<file path="src/hdl/voice_store_map.svh">
// offsets, field positions, reset values, opcodes and frame counts of the decoder
// assumes nothing; definitions only, included by bare name
`ifndef VOICE_STORE_MAP_SVH
`define VOICE_STORE_MAP_SVH
// apb register byte offsets
`define REG_CTRL      8'h00
`define REG_STATUS    8'h04
`define REG_CONFIG    8'h08
`define REG_SECTOR    8'h0C
`define REG_FLAGS     8'h10
`define CTRL_RESET    1'b1
// opcodes
`define OPC_IDLE      5'h00
`define OPC_IDENT     5'h01
`define OPC_SEEK_AT   5'h02
`define OPC_SEEK_CUR  5'h03
`define OPC_POWER_ON  5'h04
`define OPC_HALT      5'h06
`define OPC_SLEEP     5'h07
`define OPC_CAP_AT    5'h08
`define OPC_CAP_CUR   5'h09
`define OPC_WIPE      5'h0A
`define OPC_LOAD      5'h0B
`define OPC_PLAY_AT   5'h0C
`define OPC_PLAY_CUR  5'h0D
`define OPC_FETCH     5'h0F
// frame bit counts (bit index of the sclk edge, counted from 0)
`define HDR_LAST      12'h013
`define LOAD_FIRST    12'h018
`define LOAD_LAST     12'h0BD3
`define LOAD_END      12'h0BD7
`define FETCH_FIRST   12'h014
`define FETCH_LAST    12'h0BCF
`define LAST_SECTOR   15'h04FF
// flag bit positions
`define FLG_MARK      0
`define FLG_OVF       1
`define FLG_ILL       2
`define FLG_PART      3
// sample rates in hz for the four rate selects
`define RATE_HZ_0     16'h1900
`define RATE_HZ_1     16'h0FA0
`define RATE_HZ_2     16'h1F40
`define RATE_HZ_3     16'h14B4
`endif

</file>
<file path="src/hdl/voice_store_pkg.sv">
// types shared by the command decoder
// assumes the map header supplies all numeric constants
package voice_store_pkg;
   // operating mode of the storage engine
   typedef enum logic [2:0] {
      MODE_IDLE     = 3'b000,
      MODE_SEEK_FIX = 3'b001,
      MODE_SEEK_RUN = 3'b010,
      MODE_CAP_FIX  = 3'b011,
      MODE_CAP_RUN  = 3'b100,
      MODE_PLAY_FIX = 3'b101,
      MODE_PLAY_RUN = 3'b110,
      MODE_SLEEP    = 3'b111
   } op_mode_e;
   // what the serial bits after the header mean
   typedef enum logic [1:0] {
      PH_CMD   = 2'b00,
      PH_LOAD  = 2'b01,
      PH_FETCH = 2'b10,
      PH_SKIP  = 2'b11
   } phase_e;
endpackage : voice_store_pkg

</file>
<file path="src/hdl/voice_store_opcode_decoder.sv">
// serial command decoder of the voice store, with an apb status/control port
// assumes spi pins asynchronous to clock_in and the sector engine on clock_in
//
// Notes on behaviour
// frame is 5-bit opcode plus 15-bit parameter
// fourteen opcodes recognised
// idle does nothing; ident selects id next frame
// seek from sector wraps within that sector
// seek from sector stops on marker, irq low
// seek continue steps sectors until marker/end
// seek continue stops on marker, irq low
// amplifiers muted during any seek
// power-on resets state, loads divider and rate
// rate select decodes to 6.4/4.0/8.0/5.3 khz
// host programs divider 1..256, never 2
// halt ends operation, any command follows
// halt_sleep powers down; only power-on follows
// capture at sector; restricted successor set
// capture continue; same restricted successors
// sector wipe erases addressed sector
// load takes address, 3004 bits, no partials
// fetch returns stored bits in order
// playback at sector; restricted successor set
// playback continue; same restricted successors
// after seek only seeks or halts follow
// bits sampled on sclk rise while cs low
// host waits for completion before next command
// unassigned opcodes behave as idle
// frames shifted opcode first, msb first
`timescale 1ns/100ps
`include "voice_store_map.svh"
`default_nettype none
module voice_store_opcode_decoder
   import voice_store_pkg::*;
(
   // clock and reset
   input  wire logic        clock_in,
   input  wire logic        sys_rst_in,
   // serial command pins
   input  wire logic        spi_sclk_in,
   input  wire logic        spi_cs_n_in,
   input  wire logic        spi_di_in,
   // sector engine events
   input  wire logic        sector_end_in,
   input  wire logic        end_marker_in,
   // apb slave
   input  wire logic        psel_in,
   input  wire logic        penable_in,
   input  wire logic        pwrite_in,
   input  wire logic [7:0]  paddr_in,
   input  wire logic [31:0] pwdata_in,
   output logic      [31:0] prdata_out,
   output logic             pready_out,
   output logic             pslverr_out,
   // engine control
   output logic      [2:0]  op_mode_out,
   output logic      [14:0] sector_out,
   output logic             sector_restart_out,
   output logic             amp_mute_out,
   output logic             event_irq_n_out,
   output logic             ident_sel_out,
   output logic      [7:0]  clk_div_out,
   output logic      [1:0]  rate_sel_out,
   output logic             erase_pulse_out,
   // digital data streams
   output logic             load_bit_valid_out,
   output logic             load_bit_out,
   output logic             load_commit_out,
   output logic             fetch_req_out,
   output logic      [11:0] fetch_index_out
);
   // =========================================================
   // functions
   // unassigned codes fold to idle so they never change mode or sector
   function automatic logic [4:0] fold_op(input logic [4:0] op);
      unique case (op)
         `OPC_IDENT, `OPC_SEEK_AT, `OPC_SEEK_CUR, `OPC_POWER_ON, `OPC_HALT, `OPC_SLEEP,
         `OPC_CAP_AT, `OPC_CAP_CUR, `OPC_WIPE, `OPC_LOAD, `OPC_PLAY_AT,
         `OPC_PLAY_CUR, `OPC_FETCH: fold_op = op;
         default:                    fold_op = `OPC_IDLE;
      endcase
   endfunction : fold_op

   // which commands may follow the running operation
   function automatic logic follow_ok(input op_mode_e m, input logic [4:0] op);
      logic stop;
      stop = (op == `OPC_HALT) || (op == `OPC_SLEEP);
      unique case (m)
         MODE_SLEEP: follow_ok = (op == `OPC_POWER_ON);
         MODE_CAP_FIX, MODE_CAP_RUN: follow_ok = stop || (op == `OPC_IDLE) ||
            (op == `OPC_CAP_AT) || (op == `OPC_CAP_CUR);
         MODE_PLAY_FIX, MODE_PLAY_RUN: follow_ok = stop || (op == `OPC_IDLE) ||
            (op == `OPC_SEEK_AT) || (op == `OPC_SEEK_CUR) ||
            (op == `OPC_PLAY_AT) || (op == `OPC_PLAY_CUR);
         MODE_SEEK_FIX, MODE_SEEK_RUN: follow_ok = stop ||
            (op == `OPC_SEEK_AT) || (op == `OPC_SEEK_CUR);
         MODE_IDLE: follow_ok = 1'b1;
      endcase
   endfunction : follow_ok

   // sample rate in hz for a rate select
   function automatic logic [15:0] rate_hz(input logic [1:0] sel);
      unique case (sel)
         2'b00: rate_hz = `RATE_HZ_0;
         2'b01: rate_hz = `RATE_HZ_1;
         2'b10: rate_hz = `RATE_HZ_2;
         2'b11: rate_hz = `RATE_HZ_3;
      endcase
   endfunction : rate_hz

   // =========================================================
   // pin synchronisers: bit 2 sclk, bit 1 cs_n, bit 0 data
   logic [2:0] pins;       // raw pins
   logic [2:0] s1_reg;     // first stage, read only by s2
   logic [2:0] s2_reg;     // second stage
   logic [2:0] s3_reg;     // third stage
   logic [2:0] pin_reg;    // accepted level
   logic [2:0] prev_reg;   // accepted level one cycle ago
   assign pins = {spi_sclk_in, spi_cs_n_in, spi_di_in};

   genvar gi;
   generate
      for (gi = 0; gi < 3; gi++) begin : g_sync
         // a change counts only once stages two and three agree
         always_ff @(posedge clock_in) begin
            if (sys_rst_in) begin
               s1_reg[gi]  <= (gi == 1);
               s2_reg[gi]  <= (gi == 1);
               s3_reg[gi]  <= (gi == 1);
               pin_reg[gi] <= (gi == 1);
            end else begin
               s1_reg[gi] <= pins[gi];
               s2_reg[gi] <= s1_reg[gi];
               s3_reg[gi] <= s2_reg[gi];
               if (s2_reg[gi] == s3_reg[gi]) begin
                  pin_reg[gi] <= s3_reg[gi];
               end
            end
         end
      end
   endgenerate

   // previous accepted level for edge detection
   always_ff @(posedge clock_in) begin
      if (sys_rst_in) begin
         prev_reg <= 3'h2;
      end else begin
         prev_reg <= pin_reg;
      end
   end

   logic sclk_rise;  // sampling edge inside a frame
   logic cs_rise;    // frame ends
   assign sclk_rise = pin_reg[2] & ~prev_reg[2] & ~pin_reg[1];
   assign cs_rise   = pin_reg[1] & ~prev_reg[1];

   // =========================================================
   // frame shifter and bit counter
   logic [11:0] cnt_reg;    // index of next bit in the frame
   logic [18:0] shift_reg;  // header bits so far
   logic        hdr_done;   // twentieth header bit arrives now
   logic [19:0] frame;      // complete header
   logic [4:0]  opc;        // folded opcode
   logic [14:0] param;      // parameter field
   assign hdr_done = sclk_rise && (cnt_reg == `HDR_LAST);
   assign frame    = {shift_reg, pin_reg[0]};
   assign opc      = fold_op(frame[19:15]);
   assign param    = frame[14:0];

   // counter saturates so long streams never wrap into a new header
   always_ff @(posedge clock_in) begin
      if (sys_rst_in || pin_reg[1]) begin
         cnt_reg <= 12'h000;
      end else if (sclk_rise && cnt_reg != `LOAD_END) begin
         cnt_reg <= cnt_reg + 12'h001;
      end
   end

   // header bits enter msb first
   always_ff @(posedge clock_in) begin
      if (sys_rst_in) begin
         shift_reg <= 19'h00000;
      end else if (sclk_rise && cnt_reg < `HDR_LAST) begin
         shift_reg <= {shift_reg[17:0], pin_reg[0]};
      end
   end

   // =========================================================
   // command acceptance
   logic     ctrl_en_reg;  // software enable of command decoding
   op_mode_e mode_reg;     // running operation
   logic     cmd_ok;       // accepted command this cycle
   logic     cmd_bad;      // refused successor this cycle
   assign cmd_ok  = hdr_done && ctrl_en_reg && follow_ok(mode_reg, opc);
   assign cmd_bad = hdr_done && ctrl_en_reg && !follow_ok(mode_reg, opc);

   // phase of the bits after the header
   phase_e phase_reg;
   always_ff @(posedge clock_in) begin
      if (sys_rst_in || pin_reg[1]) begin
         phase_reg <= PH_CMD;
      end else if (hdr_done) begin
         if (cmd_ok && opc == `OPC_LOAD) begin
            phase_reg <= PH_LOAD;
         end else if (cmd_ok && opc == `OPC_FETCH) begin
            phase_reg <= PH_FETCH;
         end else begin
            phase_reg <= PH_SKIP;
         end
      end else if (sclk_rise && phase_reg == PH_LOAD && cnt_reg == `LOAD_END) begin
         phase_reg <= PH_SKIP;
      end else if (sclk_rise && phase_reg == PH_FETCH && cnt_reg == `FETCH_LAST) begin
         phase_reg <= PH_SKIP;
      end
   end

   // =========================================================
   // mode and sector sequencing
   op_mode_e    mode_next;
   logic [14:0] sector_reg;
   logic [14:0] sector_next;
   logic        restart_next;
   logic        stop_eod;    // stopped on an end marker
   logic        stop_seek;   // that stop ends a seek
   logic        stop_ovf;    // capture ran off the array
   logic        seeking;
   assign seeking = (mode_reg == MODE_SEEK_FIX) || (mode_reg == MODE_SEEK_RUN);

   // a command in the same cycle as an engine event wins
   always_comb begin
      mode_next    = mode_reg;
      sector_next  = sector_reg;
      restart_next = 1'b0;
      stop_eod     = 1'b0;
      stop_seek    = 1'b0;
      stop_ovf     = 1'b0;
      if (cmd_ok) begin
         unique case (opc)
            `OPC_SEEK_AT: begin
               mode_next    = MODE_SEEK_FIX;
               sector_next  = param;
               restart_next = 1'b1;
            end
            `OPC_SEEK_CUR: begin
               mode_next    = MODE_SEEK_RUN;
               restart_next = 1'b1;
            end
            `OPC_POWER_ON: begin
               mode_next   = MODE_IDLE;
               sector_next = 15'h0000;
            end
            `OPC_HALT: mode_next = MODE_IDLE;
            `OPC_SLEEP: mode_next = MODE_SLEEP;
            `OPC_CAP_AT: begin
               mode_next    = MODE_CAP_FIX;
               sector_next  = param;
               restart_next = 1'b1;
            end
            `OPC_CAP_CUR: begin
               mode_next    = MODE_CAP_RUN;
               restart_next = 1'b1;
            end
            `OPC_PLAY_AT: begin
               mode_next    = MODE_PLAY_FIX;
               sector_next  = param;
               restart_next = 1'b1;
            end
            `OPC_PLAY_CUR: begin
               mode_next    = MODE_PLAY_RUN;
               restart_next = 1'b1;
            end
            `OPC_WIPE, `OPC_LOAD, `OPC_FETCH: begin
               mode_next   = MODE_IDLE;
               sector_next = param;
            end
            default: mode_next = mode_reg;
         endcase
      end else if (end_marker_in && (seeking || mode_reg == MODE_PLAY_FIX ||
                                     mode_reg == MODE_PLAY_RUN)) begin
         mode_next = MODE_IDLE;
         stop_eod  = 1'b1;
         stop_seek = seeking;
      end else if (sector_end_in) begin
         unique case (mode_reg)
            MODE_SEEK_FIX, MODE_CAP_FIX, MODE_PLAY_FIX: restart_next = 1'b1;
            MODE_SEEK_RUN, MODE_CAP_RUN, MODE_PLAY_RUN: begin
               if (sector_reg == `LAST_SECTOR) begin
                  mode_next = MODE_IDLE;
                  stop_ovf  = (mode_reg == MODE_CAP_RUN);
               end else begin
                  sector_next  = sector_reg + 15'h0001;
                  restart_next = 1'b1;
               end
            end
            default: restart_next = 1'b0;
         endcase
      end
   end

   // engine state and its outputs; device powers up asleep
   always_ff @(posedge clock_in) begin
      if (sys_rst_in) begin
         mode_reg           <= MODE_SLEEP;
         sector_reg         <= 15'h0000;
         sector_restart_out <= 1'b0;
         amp_mute_out       <= 1'b0;
      end else begin
         mode_reg           <= mode_next;
         sector_reg         <= sector_next;
         sector_restart_out <= restart_next;
         amp_mute_out       <= (mode_next == MODE_SEEK_FIX) ||
                               (mode_next == MODE_SEEK_RUN);
      end
   end
   assign op_mode_out = mode_reg;
   assign sector_out  = sector_reg;

   // =========================================================
   // configuration, ident select and erase strobe
   always_ff @(posedge clock_in) begin
      if (sys_rst_in) begin
         clk_div_out     <= 8'h00;
         rate_sel_out    <= 2'b00;
         ident_sel_out   <= 1'b0;
         erase_pulse_out <= 1'b0;
      end else begin
         if (cmd_ok && opc == `OPC_POWER_ON) begin
            clk_div_out  <= param[9:2];
            rate_sel_out <= param[1:0];
         end
         if (hdr_done) begin
            ident_sel_out <= cmd_ok && (opc == `OPC_IDENT);
         end
         erase_pulse_out <= cmd_ok && (opc == `OPC_WIPE);
      end
   end

   // =========================================================
   // digital data streams
   logic load_slot;   // a data bit of a load frame
   logic fetch_slot;  // a bit slot of a fetch frame
   assign load_slot  = sclk_rise && phase_reg == PH_LOAD &&
                       cnt_reg >= `LOAD_FIRST && cnt_reg <= `LOAD_LAST;
   assign fetch_slot = sclk_rise && phase_reg == PH_FETCH &&
                       cnt_reg >= `FETCH_FIRST && cnt_reg <= `FETCH_LAST;

   // commit only after the last don't-care bit, so a short frame never lands
   always_ff @(posedge clock_in) begin
      if (sys_rst_in) begin
         load_bit_valid_out <= 1'b0;
         load_bit_out       <= 1'b0;
         load_commit_out    <= 1'b0;
         fetch_req_out      <= 1'b0;
         fetch_index_out    <= 12'h000;
      end else begin
         load_bit_valid_out <= load_slot;
         load_bit_out       <= load_slot ? pin_reg[0] : load_bit_out;
         load_commit_out    <= sclk_rise && phase_reg == PH_LOAD &&
                               cnt_reg == `LOAD_END;
         fetch_req_out      <= fetch_slot;
         if (fetch_slot) begin
            fetch_index_out <= cnt_reg - `FETCH_FIRST;
         end
      end
   end

   // =========================================================
   // sticky flags and interrupt; a set in the clearing cycle wins
   logic [3:0] flag_reg;
   logic [3:0] flag_set;
   logic [3:0] flag_clr;
   logic       apb_wr;
   assign apb_wr   = psel_in && penable_in && pwrite_in && pready_out;
   assign flag_set = {cs_rise && phase_reg == PH_LOAD, cmd_bad, stop_ovf, stop_eod};
   assign flag_clr = (apb_wr && paddr_in == `REG_FLAGS) ? pwdata_in[3:0] : 4'h0;

   always_ff @(posedge clock_in) begin
      if (sys_rst_in) begin
         flag_reg <= 4'h0;
      end else begin
         flag_reg <= (flag_reg & ~flag_clr) | flag_set;
      end
   end

   // irq released by the next accepted command or by clearing the flag
   always_ff @(posedge clock_in) begin
      if (sys_rst_in) begin
         event_irq_n_out <= 1'b1;
      end else if (stop_seek) begin
         event_irq_n_out <= 1'b0;
      end else if (cmd_ok || flag_clr[`FLG_MARK]) begin
         event_irq_n_out <= 1'b1;
      end
   end

   // =========================================================
   // apb slave: one wait state, error on unmapped offsets
   logic        mapped;
   logic [31:0] rd_data;
   always_comb begin
      mapped  = 1'b1;
      rd_data = 32'h00000000;
      unique case (paddr_in)
         `REG_CTRL:   rd_data = {31'h00000000, ctrl_en_reg};
         `REG_STATUS: rd_data = {27'h0000000, ident_sel_out, ~event_irq_n_out, mode_reg};
         `REG_CONFIG: rd_data = {rate_hz(rate_sel_out), 6'h00, clk_div_out, rate_sel_out};
         `REG_SECTOR: rd_data = {17'h00000, sector_reg};
         `REG_FLAGS:  rd_data = {28'h0000000, flag_reg};
         default:     mapped  = 1'b0;
      endcase
   end

   always_ff @(posedge clock_in) begin
      if (sys_rst_in) begin
         pready_out  <= 1'b0;
         pslverr_out <= 1'b0;
         prdata_out  <= 32'h00000000;
      end else if (psel_in && penable_in && !pready_out) begin
         pready_out  <= 1'b1;
         pslverr_out <= !mapped;
         prdata_out  <= (pwrite_in || !mapped) ? 32'h00000000 : rd_data;
      end else begin
         pready_out  <= 1'b0;
         pslverr_out <= 1'b0;
      end
   end

   // software enable of the decoder
   always_ff @(posedge clock_in) begin
      if (sys_rst_in) begin
         ctrl_en_reg <= `CTRL_RESET;
      end else if (apb_wr && paddr_in == `REG_CTRL) begin
         ctrl_en_reg <= pwdata_in[0];
      end
   end
endmodule : voice_store_opcode_decoder
`default_nettype wire

</file>
<file path="config.mk">
export PLATFORM = sky130hd
export DESIGN_NAME = voice_store_opcode_decoder
export DESIGN_NICKNAME = d
export VERILOG_FILES = /design/src/hdl/voice_store_pkg.sv /design/src/hdl/voice_store_opcode_decoder.sv
export VERILOG_INCLUDE_DIRS = /design/src /design/src/hdl
export SDC_FILE = /design/constraint.sdc
export NUM_CORES = 1
export LEC_CHECK = 0
export BUFFER_PORTS_ARGS = -buffer_cell sky130_fd_sc_hd__buf_2
export CAP_MARGIN = 30
export CORE_MARGIN = 1
export CORE_UTILIZATION = 57
export CTS_CLUSTER_DIAMETER = 80
export DETAILED_ROUTE_END_ITERATION = 6
export GPL_TIMING_DRIVEN = 1
export PLACE_DENSITY_LB_ADDON = 0.05
export SLEW_MARGIN = 20
export SYNTH_ARGS = -nofsm -noshare
export SYNTH_HDL_FRONTEND = slang
export SYNTH_SLANG_ARGS = --single-unit
</file>
<file path="constraint.sdc">
create_clock -name clock_in -period 6.2 [get_ports clock_in]
set_input_delay 0.31 -clock clock_in [delete_from_list [all_inputs] [get_ports clock_in]]
set_output_delay 0.31 -clock clock_in [all_outputs]
set_load 0.02 [all_outputs]
</file>
==> qor.yml <==
status:
  outcome: "complete, no violations"
place:
  hpwlAfterDp_mm: 10.4
  placed_cells: 903
  port_buffers: 97
  place_congestion: 0.889
global_routing:
  track_usage_pct: 26.9
  antenna_found_initial: 0
  grt_max_degree: 84
  grt_pass1_wl_mm: 23.7
  grt_overflow_total: 0
  grt_pass1_vias: 4936
pwr:
  powerDensity_mw_per_mm2: 252
  vdd_drop_max_uv: 175
  p_leak_nw: 2.96
clocking:
  numCtsBuffers: 17
  clockRootBuffer: "clkbuf_8"
  cts_tree: "built"
  htree_levels: 4
  cts.clk_slew.worst_paths_ps: 60
  clock_sinks: 125
  ctsResizeCount: 0
  cts_buffer_depth: 2
  clk-insertion-delay-late_ps: 520
worst_setup_path:
  crit_type: "reg2reg"
  slowest_stage: "dfxtp_1"
  rrSetupSlack_ps: 2590
  critPathRequiredTime_ps: 6580
  cp_top_family: "compound AO/OA/AOI/OAI gates"
  cp.arrival_ps: 3980
  crit_fanout: 14
  cp-end-kind: "flop"
  critical_path.max_stage_delay_ps: 580
  crit_chain: "inv_1, ha_1, and2_1, o21a_1, a211oi_1, o2111ai_2, nor3_2, buf_4, mux2i_1, nor2_1"
  reg2reg_from: "op_mode_out[1]"
  start_kind: "flop"
  reg2reg_depth: 10
  r2r_end: "clk_div_out[6]"
  path_buf_inv: 2
  cp.depth: 10
floorplanning:
  dieHeight_um: 105
  pin_count: 133
  die_area_sq_mm: 0.0111
  core_sq_mm: 0.0104
  num_rows: 37
  start_util_pct: 58.8
  die_w_um: 105
worst_hold_path:
  holdPathEnd: "ctrl_en_reg"
  min_path_cells: 3
  worst_hold_startpoint: "pwdata_in[0]"
  hp-class: "in2reg"
timing:
  fin_tns_setup_ps: 0
  finalCritPeriodShare_pct: 58.2
  slew_headroom_pct: 42.1
  setup_viol: 0
  drv_slew: 0
  finalHoldViolations: 0
  skew_ps: 10.2
  fmax_mhz: 277
  min_period_ps: 3610
  worst_pin_slew_ps: 868
  rsz0062_at_grt: "no"
route:
  wirelength_mm: 14.6
  vias: 5476
  top_layer: "met4"
  vias_per_cell: 5.83
  drtIter0Drc: 367
  drc: 0
  met3WireLength_um: 621
  post_drt_wl_per_cell_um: 15.5
  ant_nets: 0
  drt_pass1_iterations: 5
  met2WireLength_mm: 7.12
  routedLengthMet1_mm: 6.53
layout:
  final_cell_mix: "125 x dfxtp_1, 116 x nor2_1, 96 x buf_2"
  diodes: 0
  drive_gt1_share_pct: 18.8
  largest_reg_flops: 22
  area.growth.synth_to_final_pct: 17.0
  layout.nets: 859
  num-fill-cells: 874
  final_common_cell: "dfxtp_1"
  fin_cells: 940
synth:
  async_flop_share_pct: 0
  ys_seq_area_share_pct: 41.0
  syn_inst: 713
  synth_cell_type_count: 67
  avgSynthCellArea_sq_um: 8.55
  syn_area_sq_mm: 0.00610
  ys_warn_count: 0
  synth_edf_count: 0
  synth_flop_cell: "dfxtp_1"
  synth-seq-cells: 125
job:
  cap_violations: 0
[timing repair]
action / 4_1_cts / 5_1_grt
hold buffers: 3 / 0
endpoints found under the hold margin: 3 / 0
setup buffers: 0 / 0
setup endpoints to repair: 0 / 0
[tightest hold or removal path, delay by kind of cell]
family          cells  cell delay [ps]
compound gates      1               80
simple gates        1               50
buf+inv             1              120
[per-layer routing]
metal  up-vias  track usage (%)
li1       2677                -
met1      2610             33.2
met2       162             45.5
met3        27             4.58
met4         0             12.7
met5         -                0
[stage by stage]
| stage | total power [W] | hold WS [ps] | cell area, sq um | setup WS (ps) | utilization, % |
|---|---|---|---|---|---|
| after floorplan | 0.000918 | 389 | 6120 | 3270 | - |
| after global placement | 0.000942 | 395 | 6550 | 2470 | 63.1 |
| after detailed placement | 0.000945 | 396 | 6560 | 2640 | 63.2 |
| after CTS | 0.00181 | 51.3 | 7110 | 2600 | 68.6 |
| after global routing | 0.00186 | 80.3 | 7140 | 2290 | 68.8 |
| final | 0.00180 | 81.6 | 7140 | 2590 | 68.8 |
[cells in the mapped netlist (3+ instances only)]
master / count / area, sq um
or2_1: 4 / 25.0
nand2_1: 43 / 161
buf_2: 7 / 35.0
nand4_1: 7 / 43.8
ha_1: 18 / 225
a31oi_1: 13 / 81.3
nor2b_1: 20 / 125
or3_1: 10 / 62.6
buf_4: 12 / 90.1
a222oi_1: 5 / 50.1
inv_1: 19 / 71.3
dfxtp_1: 125 / 2500
nor3_1: 15 / 75.1
clkbuf_1: 28 / 105
nand2b_1: 4 / 25.0
o22ai_1: 5 / 31.3
o21ai_0: 17 / 85.1
a211oi_1: 11 / 82.6
or4_1: 7 / 52.6
nor4_2: 3 / 37.5
mux2i_1: 42 / 420
xor2_1: 9 / 78.8
buf_1: 5 / 18.8
and3_1: 7 / 43.8
nor2_1: 116 / 435
nand3_1: 21 / 105
a21oi_1: 35 / 175
or2_2: 7 / 43.8
and4_1: 4 / 35.0
o21ai_1: 5 / 25.0
o211ai_1: 12 / 90.1
a22oi_1: 17 / 128
nor4_1: 5 / 31.3
xnor2_1: 11 / 96.3
nor3b_1: 4 / 30.0
[power breakdown]
part | switching (W) | total [W] | internal (W)
Combinational | 0.0000672 | 0.000106 | 0.0000390
Clock | 0.000343 | 0.000870 | 0.000527
Sequential | 0.0000128 | 0.000825 | 0.000812
[kinds of logic after synthesis]
logic type                 synth area share, %
other                                   0.0615
AOI/OAI and AO/OA                         15.9
DFF                                       41.0
adders and majority gates                 3.69
xor gates and xnor gates                  2.87
and+or+nand+nor                           23.5
buffers and inverters                     5.62
muxes                                     7.32
[cell type report]
type / count / area [sq um] / share of cell area (%)
sequential: 125 / 2500 / 35.1
multi-input combinational: 521 / 3290 / 46.0
clock inverter: 11 / 96.3 / 1.35
tap: 136 / 170 / 2.38
timing repair buffer: 107 / 582 / 8.15
clock buffer: 21 / 429 / 6.01
inverter: 19 / 71.3 / 0.999
[how the worst max path moves through the flow]
stage                        start              end  slack [ps]
global route        op_mode_out[1]   clk_div_out[5]        2290
global placement    op_mode_out[1]   clk_div_out[7]        2470
finish              op_mode_out[1]   clk_div_out[6]        2590
detailed placement  op_mode_out[1]  rate_sel_out[1]        2640
floorplan           op_mode_out[1]    sector_out[3]        3270
CTS                 op_mode_out[1]  rate_sel_out[1]        2600
(Power assumes the default switching activity.)
